<file path="config.mk">
export PLATFORM = sky130hd
export DESIGN_NAME = ivs_controller
export DESIGN_NICKNAME = d
export VERILOG_FILES = /design/src/ivs_pkg.sv /design/src/ivs_arbiter.sv /design/src/ivs_controller.sv
export SDC_FILE = /design/constraint.sdc
export NUM_CORES = 2
export LEC_CHECK = 0
export ABC_AREA = 1
export BUFFER_PORTS_ARGS = -buffer_cell sky130_fd_sc_hd__buf_4
export CAP_MARGIN = 30
export CORE_AREA = 2 2 427 429
export CTS_CLUSTER_SIZE = 8
export DETAILED_ROUTE_END_ITERATION = 12
export DIE_AREA = 0 0 429 431
export GPL_ROUTABILITY_DRIVEN = 1
export REMOVE_ABC_BUFFERS = 1
export SETUP_SLACK_MARGIN = 0.02
export SYNTH_ARGS = -nofsm -noshare
export SYNTH_HDL_FRONTEND = slang
export SYNTH_HIERARCHICAL = 1
export SYNTH_SLANG_ARGS = --single-unit
export TNS_END_PERCENT = 20
</file>
<file path="constraint.sdc">
create_clock -name mclk -period 480 [get_ports mclk]
set_input_delay 48 -clock mclk [delete_from_list [all_inputs] [get_ports mclk]]
set_output_delay 48 -clock mclk [all_outputs]
set_load 0.01 [all_outputs]
</file>
<file path="src/ivs_pkg.sv">
`default_nettype none
package ivs_pkg;
    // register map on the plain register port
    localparam logic [3:0]  ADDR_CTRL2       = 4'h0;
    localparam logic [3:0]  ADDR_PENDING     = 4'h1;
    localparam logic [3:0]  ADDR_VECTOR      = 4'h2;
    localparam logic [3:0]  ADDR_VEC_HI      = 4'h3;
    localparam logic [3:0]  ADDR_IRQ_STATUS  = 4'h4;
    localparam logic [3:0]  ADDR_IRQ_MASK    = 4'h5;
    localparam logic [3:0]  ADDR_TABLE_BASE  = 4'h6;
    localparam logic [3:0]  ADDR_TABLE_BASE_HI = 4'h7;
    // control register fields
    localparam int          BIT_GIE          = 15;
    localparam int          BIT_SOFT_TRAP_STATUS       = 13;
    localparam int          BIT_ALT_SEL      = 8;
    localparam logic [15:0] CTRL2_RESET      = 16'h8000;
    // bit 13 is left out: it only follows the trap lines, software cannot fake it
    localparam logic [15:0] CTRL2_WMASK      = 16'h8117;
    // program memory layout
    localparam logic [23:0] PRIMARY_BASE     = 24'h000004;
    localparam logic [23:0] RESET_VECTOR     = 24'h000000;
    localparam int          NUM_TRAPS        = 6;
    localparam int          NUM_SOURCES      = 246;
    localparam int          NUM_VECTORS      = NUM_TRAPS + NUM_SOURCES;
    localparam int          VEC_W            = 8;
    localparam int          BOOT_SEGMENT_LIMIT_W          = 13;
    localparam logic [12:0] MIN_BOOT_PAGES   = 13'h0002;
    localparam int          PAGE_SHIFT       = 11;
    localparam int          PRIO_W           = 3;
    localparam logic [2:0]  PRIO_DISABLED    = 3'h0;
    localparam logic [3:0]  TRAP_PRIO        = 4'h8;
    // interrupt status bits
    localparam int          EV_TAKEN         = 0;
    localparam int          EV_TRAP          = 1;
    localparam int          EV_FETCH_ALT     = 2;
    localparam logic [15:0] EV_WMASK         = 16'h0007;

    // request toward the core
    typedef struct packed {
        logic        valid;
        logic        is_trap;
        logic [7:0]  vector;
        logic [3:0]  level;
        logic [23:0] entry_addr;
        logic        alt;
    } ivs_req_t;

    typedef enum logic [1:0] {IVS_IDLE, IVS_OFFER, IVS_SERVICE} ivs_state_t;
endpackage : ivs_pkg
`default_nettype wire

</file>
<file path="src/ivs_arbiter.sv">
`timescale 1ns/1ps
`default_nettype none
// picks the winner among traps and enabled sources
module ivs_arbiter #(
    parameter int NSRC = 246,
    parameter int NTRP = 6
) (
    input  wire logic [NTRP-1:0]   trap_req,
    input  wire logic [NSRC-1:0]   src_req,
    input  wire logic [NSRC*3-1:0] src_prio,
    input  wire logic              global_irq_enable,
    input  wire logic [2:0]        cpu_level,
    output logic                   found,
    output logic                   is_trap,
    output logic [7:0]             vector,
    output logic [3:0]             level
);
    // lowest index wins on ties; scan from top so the last hit is the lowest
    always_comb begin
        found   = 1'b0;
        is_trap = 1'b0;
        vector  = 8'h00;
        level   = 4'h0;
        for (int i = NSRC - 1; i >= 0; i--) begin
            if (global_irq_enable && src_req[i] && src_prio[i*3 +: 3] != ivs_pkg::PRIO_DISABLED
                && src_prio[i*3 +: 3] > cpu_level
                && ({1'b0, src_prio[i*3 +: 3]} >= level)) begin
                found   = 1'b1;
                vector  = 8'(i + NTRP);
                level   = {1'b0, src_prio[i*3 +: 3]};
            end
        end
        // traps stay live with gie low and outrank every level
        for (int t = NTRP - 1; t >= 0; t--) begin
            if (trap_req[t]) begin
                found   = 1'b1;
                is_trap = 1'b1;
                vector  = 8'(t);
                level   = ivs_pkg::TRAP_PRIO;
            end
        end
    end
endmodule : ivs_arbiter
`default_nettype wire

</file>
<file path="src/ivs_controller.sv">
// Summary of operation
// - the primary vector table lives in program memory from address 000004h.
// - six trap vectors come first, then up to 246 source vectors, one per source.
// - each entry is a 24-bit program address, the start of that source's service routine.
// - natural priority follows table position, lower vector number wins, vector 0 beats all.
// - the alternate table needs a boot segment, the config permit, and control bit 8 set.
// - with the alternate table on, every interrupt and trap fetches from it.
// - the alternate table starts at the last page of the boot segment given by the 13-bit limit.
// - the alternate table is only enabled when the boot segment spans at least 2 pages.
// - both tables inherit the boot segment code protection.
// - reset clears the registers except control bit 15 and pc_force_zero, which reset to 1, and execution restarts at 0x000000 without a table fetch.
// - bit 13 reads 1 while any trap request is pending and 0 otherwise.
// - all peripheral request lines merge into one request to the core.
// - seven user priority levels, natural order decides within a level.
`timescale 1ns/1ps
`default_nettype none
module ivs_controller #(
    parameter int NSRC = ivs_pkg::NUM_SOURCES
) (
    input  wire logic                 mclk,
    input  wire logic                 rst,
    // register port
    input  wire logic [3:0]           reg_addr,
    input  wire logic [15:0]          reg_wdata,
    input  wire logic                 reg_wr,
    input  wire logic                 reg_rd,
    output logic [15:0]               reg_rdata,
    // configuration words from nonvolatile memory
    input  wire logic                 boot_segment_defined,
    input  wire logic                 alt_table_config_permit,
    input  wire logic [12:0]          boot_segment_limit,
    input  wire logic                 boot_code_protect,
    // sources
    input  wire logic [5:0]           trap_req,
    input  wire logic [NSRC-1:0]      src_req,
    input  wire logic [NSRC*3-1:0]    src_prio,
    // core side
    input  wire logic [2:0]           cpu_level,
    input  wire logic                 core_ack,
    input  wire logic                 core_return,
    input  wire logic                 core_reset,
    output ivs_pkg::ivs_req_t         core_req,
    output logic                      table_protect,
    output logic                      pc_force_zero,
    output logic                      irq_out
);
    typedef struct packed {
        ivs_pkg::ivs_state_t st;
        logic [15:0]         ctrl2;
        logic [15:0]         rdata;
        logic [15:0]         ev_status;
        logic [15:0]         ev_mask;
        ivs_pkg::ivs_req_t   req;
        logic                irq;
        logic                prot;
        logic                pcz;
    } ivs_state_s_t;

    ivs_state_s_t s_reg;
    ivs_state_s_t s_next;

    logic        arb_found;
    logic        arb_trap;
    logic [7:0]  arb_vec;
    logic [3:0]  arb_level;
    logic        alt_ok;
    logic [23:0] alt_base;
    logic [23:0] fetch_addr;
    logic [15:0] ev_set;

    ivs_arbiter #(
        .NSRC (NSRC),
        .NTRP (ivs_pkg::NUM_TRAPS)
    ) u_arb (
        .trap_req  (trap_req),
        .src_req   (src_req),
        .src_prio  (src_prio),
        .global_irq_enable       (s_reg.ctrl2[ivs_pkg::BIT_GIE]),
        .cpu_level (cpu_level),
        .found     (arb_found),
        .is_trap   (arb_trap),
        .vector    (arb_vec),
        .level     (arb_level)
    );

    // byte address of a table entry; entries are two byte-address units apart
    function automatic logic [23:0] entry_of(input logic [23:0] base, input logic [7:0] vec);
        entry_of = base + {15'h0000, vec, 1'b0};
    endfunction : entry_of

    // alternate table base is the start of the last boot page
    assign alt_base = 24'({boot_segment_limit - 13'h0001, 11'h000});
    // all three enables must hold and the segment must be at least two pages
    assign alt_ok = boot_segment_defined && alt_table_config_permit
                    && s_reg.ctrl2[ivs_pkg::BIT_ALT_SEL]
                    && (boot_segment_limit >= ivs_pkg::MIN_BOOT_PAGES);
    // select is sampled only when a new fetch is offered
    assign fetch_addr = alt_ok ? entry_of(alt_base, arb_vec)
                               : entry_of(ivs_pkg::PRIMARY_BASE, arb_vec);

    always_comb begin
        s_next = s_reg;
        ev_set = 16'h0000;
        s_next.rdata = 16'h0000;
        // software trap status mirrors any pending trap
        s_next.ctrl2[ivs_pkg::BIT_SOFT_TRAP_STATUS] = |trap_req;
        case (s_reg.st)
            ivs_pkg::IVS_IDLE: begin
                s_next.req.valid = 1'b0;
                if (arb_found) begin
                    s_next.st               = ivs_pkg::IVS_OFFER;
                    s_next.req.valid        = 1'b1;
                    s_next.req.is_trap      = arb_trap;
                    s_next.req.vector       = arb_vec;
                    s_next.req.level        = arb_level;
                    s_next.req.entry_addr   = fetch_addr;
                    s_next.req.alt          = alt_ok;
                end
            end
            ivs_pkg::IVS_OFFER: begin
                // held offer keeps its address even if the select flips
                if (core_ack) begin
                    s_next.st        = ivs_pkg::IVS_SERVICE;
                    s_next.req.valid = 1'b0;
                    ev_set[ivs_pkg::EV_TAKEN]     = 1'b1;
                    ev_set[ivs_pkg::EV_TRAP]      = s_reg.req.is_trap;
                    ev_set[ivs_pkg::EV_FETCH_ALT] = s_reg.req.alt;
                end
            end
            ivs_pkg::IVS_SERVICE: begin
                if (core_return) begin
                    s_next.st = ivs_pkg::IVS_IDLE;
                end
            end
            default: begin
                s_next.st = ivs_pkg::IVS_IDLE;
            end
        endcase
        // register writes
        if (reg_wr) begin
            case (reg_addr)
                ivs_pkg::ADDR_CTRL2: begin
                    s_next.ctrl2 = (reg_wdata & ivs_pkg::CTRL2_WMASK)
                                   | (s_next.ctrl2 & ~ivs_pkg::CTRL2_WMASK);
                end
                ivs_pkg::ADDR_IRQ_STATUS: begin
                    s_next.ev_status = s_reg.ev_status & ~reg_wdata;
                end
                ivs_pkg::ADDR_IRQ_MASK: begin
                    s_next.ev_mask = reg_wdata & ivs_pkg::EV_WMASK;
                end
                default: begin
                end
            endcase
        end
        // set beats a simultaneous clear
        s_next.ev_status = s_next.ev_status | ev_set;
        // register reads, answer in the following cycle
        if (reg_rd) begin
            case (reg_addr)
                ivs_pkg::ADDR_CTRL2:         s_next.rdata = s_reg.ctrl2;
                ivs_pkg::ADDR_PENDING:       s_next.rdata = {15'h0000, s_reg.req.valid};
                ivs_pkg::ADDR_VECTOR:        s_next.rdata = s_reg.req.entry_addr[15:0];
                ivs_pkg::ADDR_VEC_HI:        s_next.rdata = {s_reg.req.vector, s_reg.req.entry_addr[23:16]};
                ivs_pkg::ADDR_IRQ_STATUS:    s_next.rdata = s_reg.ev_status;
                ivs_pkg::ADDR_IRQ_MASK:      s_next.rdata = s_reg.ev_mask;
                ivs_pkg::ADDR_TABLE_BASE:    s_next.rdata = alt_ok ? alt_base[15:0] : ivs_pkg::PRIMARY_BASE[15:0];
                ivs_pkg::ADDR_TABLE_BASE_HI: s_next.rdata = {8'h00, alt_ok ? alt_base[23:16]
                                                                       : ivs_pkg::PRIMARY_BASE[23:16]};
                default:                     s_next.rdata = 16'h0000;
            endcase
        end
        s_next.irq  = |(s_next.ev_status & s_next.ev_mask);
        // both tables follow boot segment protection
        s_next.prot = boot_code_protect;
        s_next.pcz  = core_reset;
        // a device reset from the core side also clears state, offer, status and mask and reloads the control register
        if (core_reset) begin
            s_next.st        = ivs_pkg::IVS_IDLE;
            s_next.ctrl2     = ivs_pkg::CTRL2_RESET;
            s_next.ev_status = 16'h0000;
            s_next.ev_mask   = 16'h0000;
            s_next.req       = '0;
            s_next.irq       = 1'b0;
        end
    end

    // one register for all state
    always_ff @(posedge mclk) begin
        if (rst) begin
            s_reg       <= '0;
            s_reg.st    <= ivs_pkg::IVS_IDLE;
            s_reg.ctrl2 <= ivs_pkg::CTRL2_RESET;
            s_reg.pcz   <= 1'b1;
        end else begin
            s_reg <= s_next;
        end
    end

    assign reg_rdata     = s_reg.rdata;
    assign core_req      = s_reg.req;
    assign table_protect = s_reg.prot;
    assign pc_force_zero = s_reg.pcz;
    assign irq_out       = s_reg.irq;
endmodule : ivs_controller
`default_nettype wire

</file>
# Yosys cells after proc, flatten, opt, wreduce, memory -nomap -nowiden
# Cells that the tools add are included.
classes:
  addsub: 3
  n_lt_le_gt_ge: 492
  n_eq_ne: 12
  muxes: 780
  bitwise_logic: 6
  reduce_logical: 1243
ops:
  columns: ["operator", "count"]
  rows:
  - ["$mux W8", 253]
  - ["$logic_and A1 B1 Y1", 986]
  - ["$mux W3", 248]
  - ["$gt A3 B3 Y1", 246]
  - ["$reduce_bool A3 Y1", 246]
  - ["$ge A3 B3 Y1", 245]
  - ["$mux W1", 259]
  - ["$pmux W16 S8", 1]
  - ["$mux W16", 3]
  - ["$mux W39", 1]
  - ["$and A16 B16 Y16", 2]
  - ["$mux W32", 1]
  - ["$mux W14", 2]
  - ["$add A24 B9 Y24", 1]
  - ["$mux W24", 1]
  - ["$mux W4", 6]
  - ["$eq A4 B3 Y1 const B", 4]
  - ["$not A16 Y16", 1]
  - ["$or A16 B15 Y16", 1]
  - ["$or A16 B3 Y16", 1]
  - ["$reduce_or A16 Y1", 1]
  - ["$ge A13 B2 Y1 const B", 1]
  - ["$sub A13 B1 Y13 const B", 1]
  - ["$add A3 B9 Y10 const A", 1]
  - ["other kinds (16)", 24]
word_totals:
  register_bits: 108
  input_bits: 1036
  out_inout_bits: 58
  wordCells: 2551

# Logic depth before layout (Yosys ltp)
depth:
  word_depth: 749
  mapped_depth: 2420
  ltp_nobuf: 2419

# Hierarchy
# The synthesis kept the hierarchy.
modules_own_cells:
  columns: ["mod", "instances", "cells_each", "area_per_inst_um2", "seq_area_each_um2"]
  rows:
  - ["ivs_arbiter", 1, 7896, 47949.7, 0.0]
  - ["ivs_controller", 1, 737, 5024.8, 1921.8]

# Worst setup path after synthesis
# Ideal clock, no wire load.
synth_path:
  path_kind: "in2reg"
  from: "input cpu_level[2]"
  to: "register s_reg, in the netlist core_req[15]"
  setup_ps: 70
  arrival_ps: 276674
  t_required_ps: 479930
  slack_ps: 203256
  cell_stages: 2335
  path_buffers: 3
  path_cell_list: "inv_1 -> ha_1 -> nand3_1 -> nand3_4 -> nor2_4 -> nand2_1 -> ha_1 -> nand2_1 -> nand2_1 -> nand2_1 -> nand3_1 -> nand2_2 -> nand2_1 -> o21a_1 -> inv_1 -> ha_1 -> inv_1 -> nand2_1 -> [... 2299 more ...] -> nand2_1 -> ha_1 -> inv_1 -> nand2_1 -> a21oi_1 -> nor2_1 -> o21ai_1 -> nand2_1 -> nor2_1 -> nand2_1 -> nor2_1 -> nand3b_1 -> or3_1 -> nand2_1 -> buf_2 -> buf_1 -> nand2_1 -> a21oi_1"
synth_rtl:
  columns: ["element", "line", "source"]
  rows:
  - ["from (decl)", "ivs_controller.sv:38", "input wire logic [2:0] cpu_level,"]
  - ["to (signal assigned)", "ivs_controller.sv:196", "s_reg <= s_next;"]
  - ["to (decl)", "ivs_controller.sv:59", "ivs_state_s_t s_reg;"]

==> results.cfg <==
[sta]
headroom_to_the_max_slew_limit_pct = 28.19
period_minus_slack_ps = 308000
max_frequency_mhz = 3.247
setup_violations = 0
timing.final.hold_violations = 0
timing.clock.skew_ps = 7.450
rsz0062_at_grt = no
drv_slew = 0
setup_tns_ps = 0
fin_crit_sh_pct = 64.17

[floorplan]
start_util_pct = 29.40
die_y_um = 431
rows = 156
io_pins = 1094
fp.coreArea_um2 = 180200
design.die.area_um2 = 184900
fp.dieW_um = 429

[clock_network]
tritoncts_num_sinks = 96
worst_skew_pair_later_pin_latency_ps = 350
cts.path.max_buffers = 2
cts_hold_repair.buffers = 0
path_clk_slew_ps = 70
cts-root-buf = sky130_fd_sc_hd__clkbuf_16
htreeDepth = 3
cts_resized = 0
cts_tree = yes
post_cts_buffers = 0
cts_inserted_buffers = 9

[cells_and_area]
filler_cell_count = 19601
final_layout_net_count = 11963
stdcell_count = 12153
largest_register_ffs = 41
growth_of_design_area_from_synthesis_to_finish_pct = 21.72
final_layout_size_suffix_gt1_share_pct = 19.89

[critical_path]
crit_path_frequent_cell = sky130_fd_sc_hd__nand2_1
cp_slowest_cell = sky130_fd_sc_hd__o21ai_0
crit_path_max_incr_delay_ps = 600
worst_path_fanout_max = 34
timing.critical_path.to_type = flop
critPathArrivalTime_ps = 260390
timing_worst_setup_path_type = in -> reg
crit_buf_inv = 118
critPathLaunchType = input port
cp_data_required_time_ps = 480200
timing.critical_path.max_delay_family = simple AND/OR/NAND/NOR gates

[global_routing]
grt_max_degree = 55
first_pass_grt_wire_length_mm = 348.4
gr-usage-all-layers_pct = 23.97
grt_pass1_vias = 61362
antenna_violations_before_repair = 119
grt_remaining_overflow = 0

[logic_synthesis]
synth-seq-cells = 96
ys_warn_count = 6
synth_cell_types = 65
synth_enable_flop_cells = 0
syn-cell-area_um2 = 52970
synth_async_sr_flop_share_pct = 0
synthesis.instances = 8633
seq_area_frac_synth_pct = 3.628
mean_syn_cell_area_um2 = 6.136
synth-main-ff-cell = sky130_fd_sc_hd__dfxtp_1

[placed_design]
gp_congestion = 0.9568
io_buffer_count = 1091
hpwlAfterDp_mm = 204.6
placed_cells_incl_taps = 12042

[detailed_routing]
drt_iter0_drc = 3393
route.antenna.remaining_nets = 0
post-route-drc-count = 0
wire_per_inst_um = 19.15
via_count = 62863
postRouteWirelength_mm = 232.7
route.detailed.vias_per_inst = 5.173
firstDrtPassIters = 6

[worst_hold_path]
hold_path.class = reg -> reg

[run_status]
outcome = complete, no violations

[job]
max_cap_violations = 0
-- cells in the final DEF, fill, tap and decap left out, types with 11 or more instances in the layout --
cell / instances
sky130_fd_sc_hd__o31ai_1: 53
sky130_fd_sc_hd__o211ai_1: 12
sky130_fd_sc_hd__a311oi_1: 191
sky130_fd_sc_hd__nand2_2: 685
sky130_fd_sc_hd__inv_1: 1428
sky130_fd_sc_hd__buf_4: 1140
sky130_fd_sc_hd__o21ai_0: 775
sky130_fd_sc_hd__o21bai_1: 13
sky130_fd_sc_hd__nand3b_1: 14
sky130_fd_sc_hd__or2_2: 12
sky130_fd_sc_hd__diode_2: 95
sky130_fd_sc_hd__nor3_1: 150
sky130_fd_sc_hd__inv_2: 13
sky130_fd_sc_hd__a211oi_1: 257
sky130_fd_sc_hd__nand2_1: 1976
sky130_fd_sc_hd__nand4_1: 32
sky130_fd_sc_hd__o311ai_0: 190
sky130_fd_sc_hd__nor2_1: 408
sky130_fd_sc_hd__dfxtp_1: 95
sky130_fd_sc_hd__nand3_1: 696
sky130_fd_sc_hd__nor4_1: 11
sky130_fd_sc_hd__a21oi_1: 130
sky130_fd_sc_hd__ha_1: 1244
-- path summary, 6_finish.rpt --
| kind | from | cells past startpoint | slack (ps) | endpoint |
|---|---|---|---|---|
| min | s_reg[72] | 2 | 460 | s_reg[72] |
| max | cpu_level[2] | 678 | 219810 | core_req[6] |
| min reg2reg | s_reg[72] | 2 | 460 | s_reg[72] |
-- layout make-up --
cell class                      instances  area [um2]  share of cell area [%]
Tap cell                             2370        2965                   4.599
Clock buffer                           11       242.7                  0.3765
Antenna cell                           95       237.7                  0.3687
Timing Repair Buffer                 1151        8645                   13.41
Sequential cell                        96        1926                   2.986
Inverter                             1452        5484                   8.505
Multi-Input combinational cell       6973       44920                   69.66
Clock inverter                          5       62.56                 0.09702
-- tightest hold or removal path, cell delays in order, from the launching register on --
cell and delay (ps):
sky130_fd_sc_hd__dfxtp_1 310, sky130_fd_sc_hd__nand2_1 80, sky130_fd_sc_hd__nor2_1 40
-- synthesized netlist by cell type, drive strengths merged (3+ instances only) --
master / n / area, um2
a211oi: 257 / 1929
a21boi: 10 / 75.07
a21oi: 130 / 650.6
a221oi: 3 / 26.28
a22o: 5 / 43.79
a311oi: 192 / 1699
a31oi: 7 / 43.79
and2: 9 / 60.06
and3: 3 / 22.52
buf: 76 / 544.3
clkbuf: 37 / 138.9
clkinv: 7 / 38.79
dfxtp: 96 / 1922
ha: 1244 / 15560
inv: 1444 / 5423
nand2: 2662 / 11710
nand3: 706 / 3591
nand3b: 14 / 105.1
nand4: 33 / 212.7
nor2: 414 / 1584
nor3: 153 / 787.0
nor4: 12 / 75.07
o211ai: 12 / 90.09
o21a: 8 / 60.06
o21ai: 786 / 3949
o21bai: 13 / 97.59
o22ai: 3 / 18.77
o311a: 10 / 112.6
o311ai: 192 / 1682
o31ai: 53 / 397.9
or2: 14 / 87.58
or3: 5 / 31.28
xor2: 6 / 52.55
-- layer usage --
metal	vias to the layer above	track usage, %	wire, um
met1	28731	25.59	88690
li1	31805	-	-
met2	1778	44.10	116300
met4	42	15.88	15990
met5	-	0	280
met3	507	3.082	11430
-- cells by family (layout without fill, tap and decap cells) --
logic type,Yosys count,count (layout),share of synthesized area (%)
simple gates,4027,4027,34.52
compound gates,1692,1692,20.72
buf+inv,1565,2619,11.61
fa+ha+maj,1244,1244,29.38
flops,96,96,3.628
xor+xnor,8,8,0.1323
other cells,1,97,0.007079
-- stage by stage --
| step | area [um2] | setup slack [ps] | hold WS (ps) | utilization (%) |
|---|---|---|---|---|
| after detailed placement | 63940 | 173600 | 445.0 | 35.49 |
| after global placement | 63880 | 180360 | 444.3 | 35.46 |
| after global routing | 64460 | 137510 | 475.4 | 35.78 |
| after CTS | 64240 | 173640 | 456.7 | 35.66 |
| final | 64480 | 172000 | 463.6 | 35.79 |
| after floorplan | 52300 | 202510 | 431.5 | - |
Power is left out: the tool's default activity adds up to more than one toggle a clock period on the data nets, which glitch-free logic cannot reach.
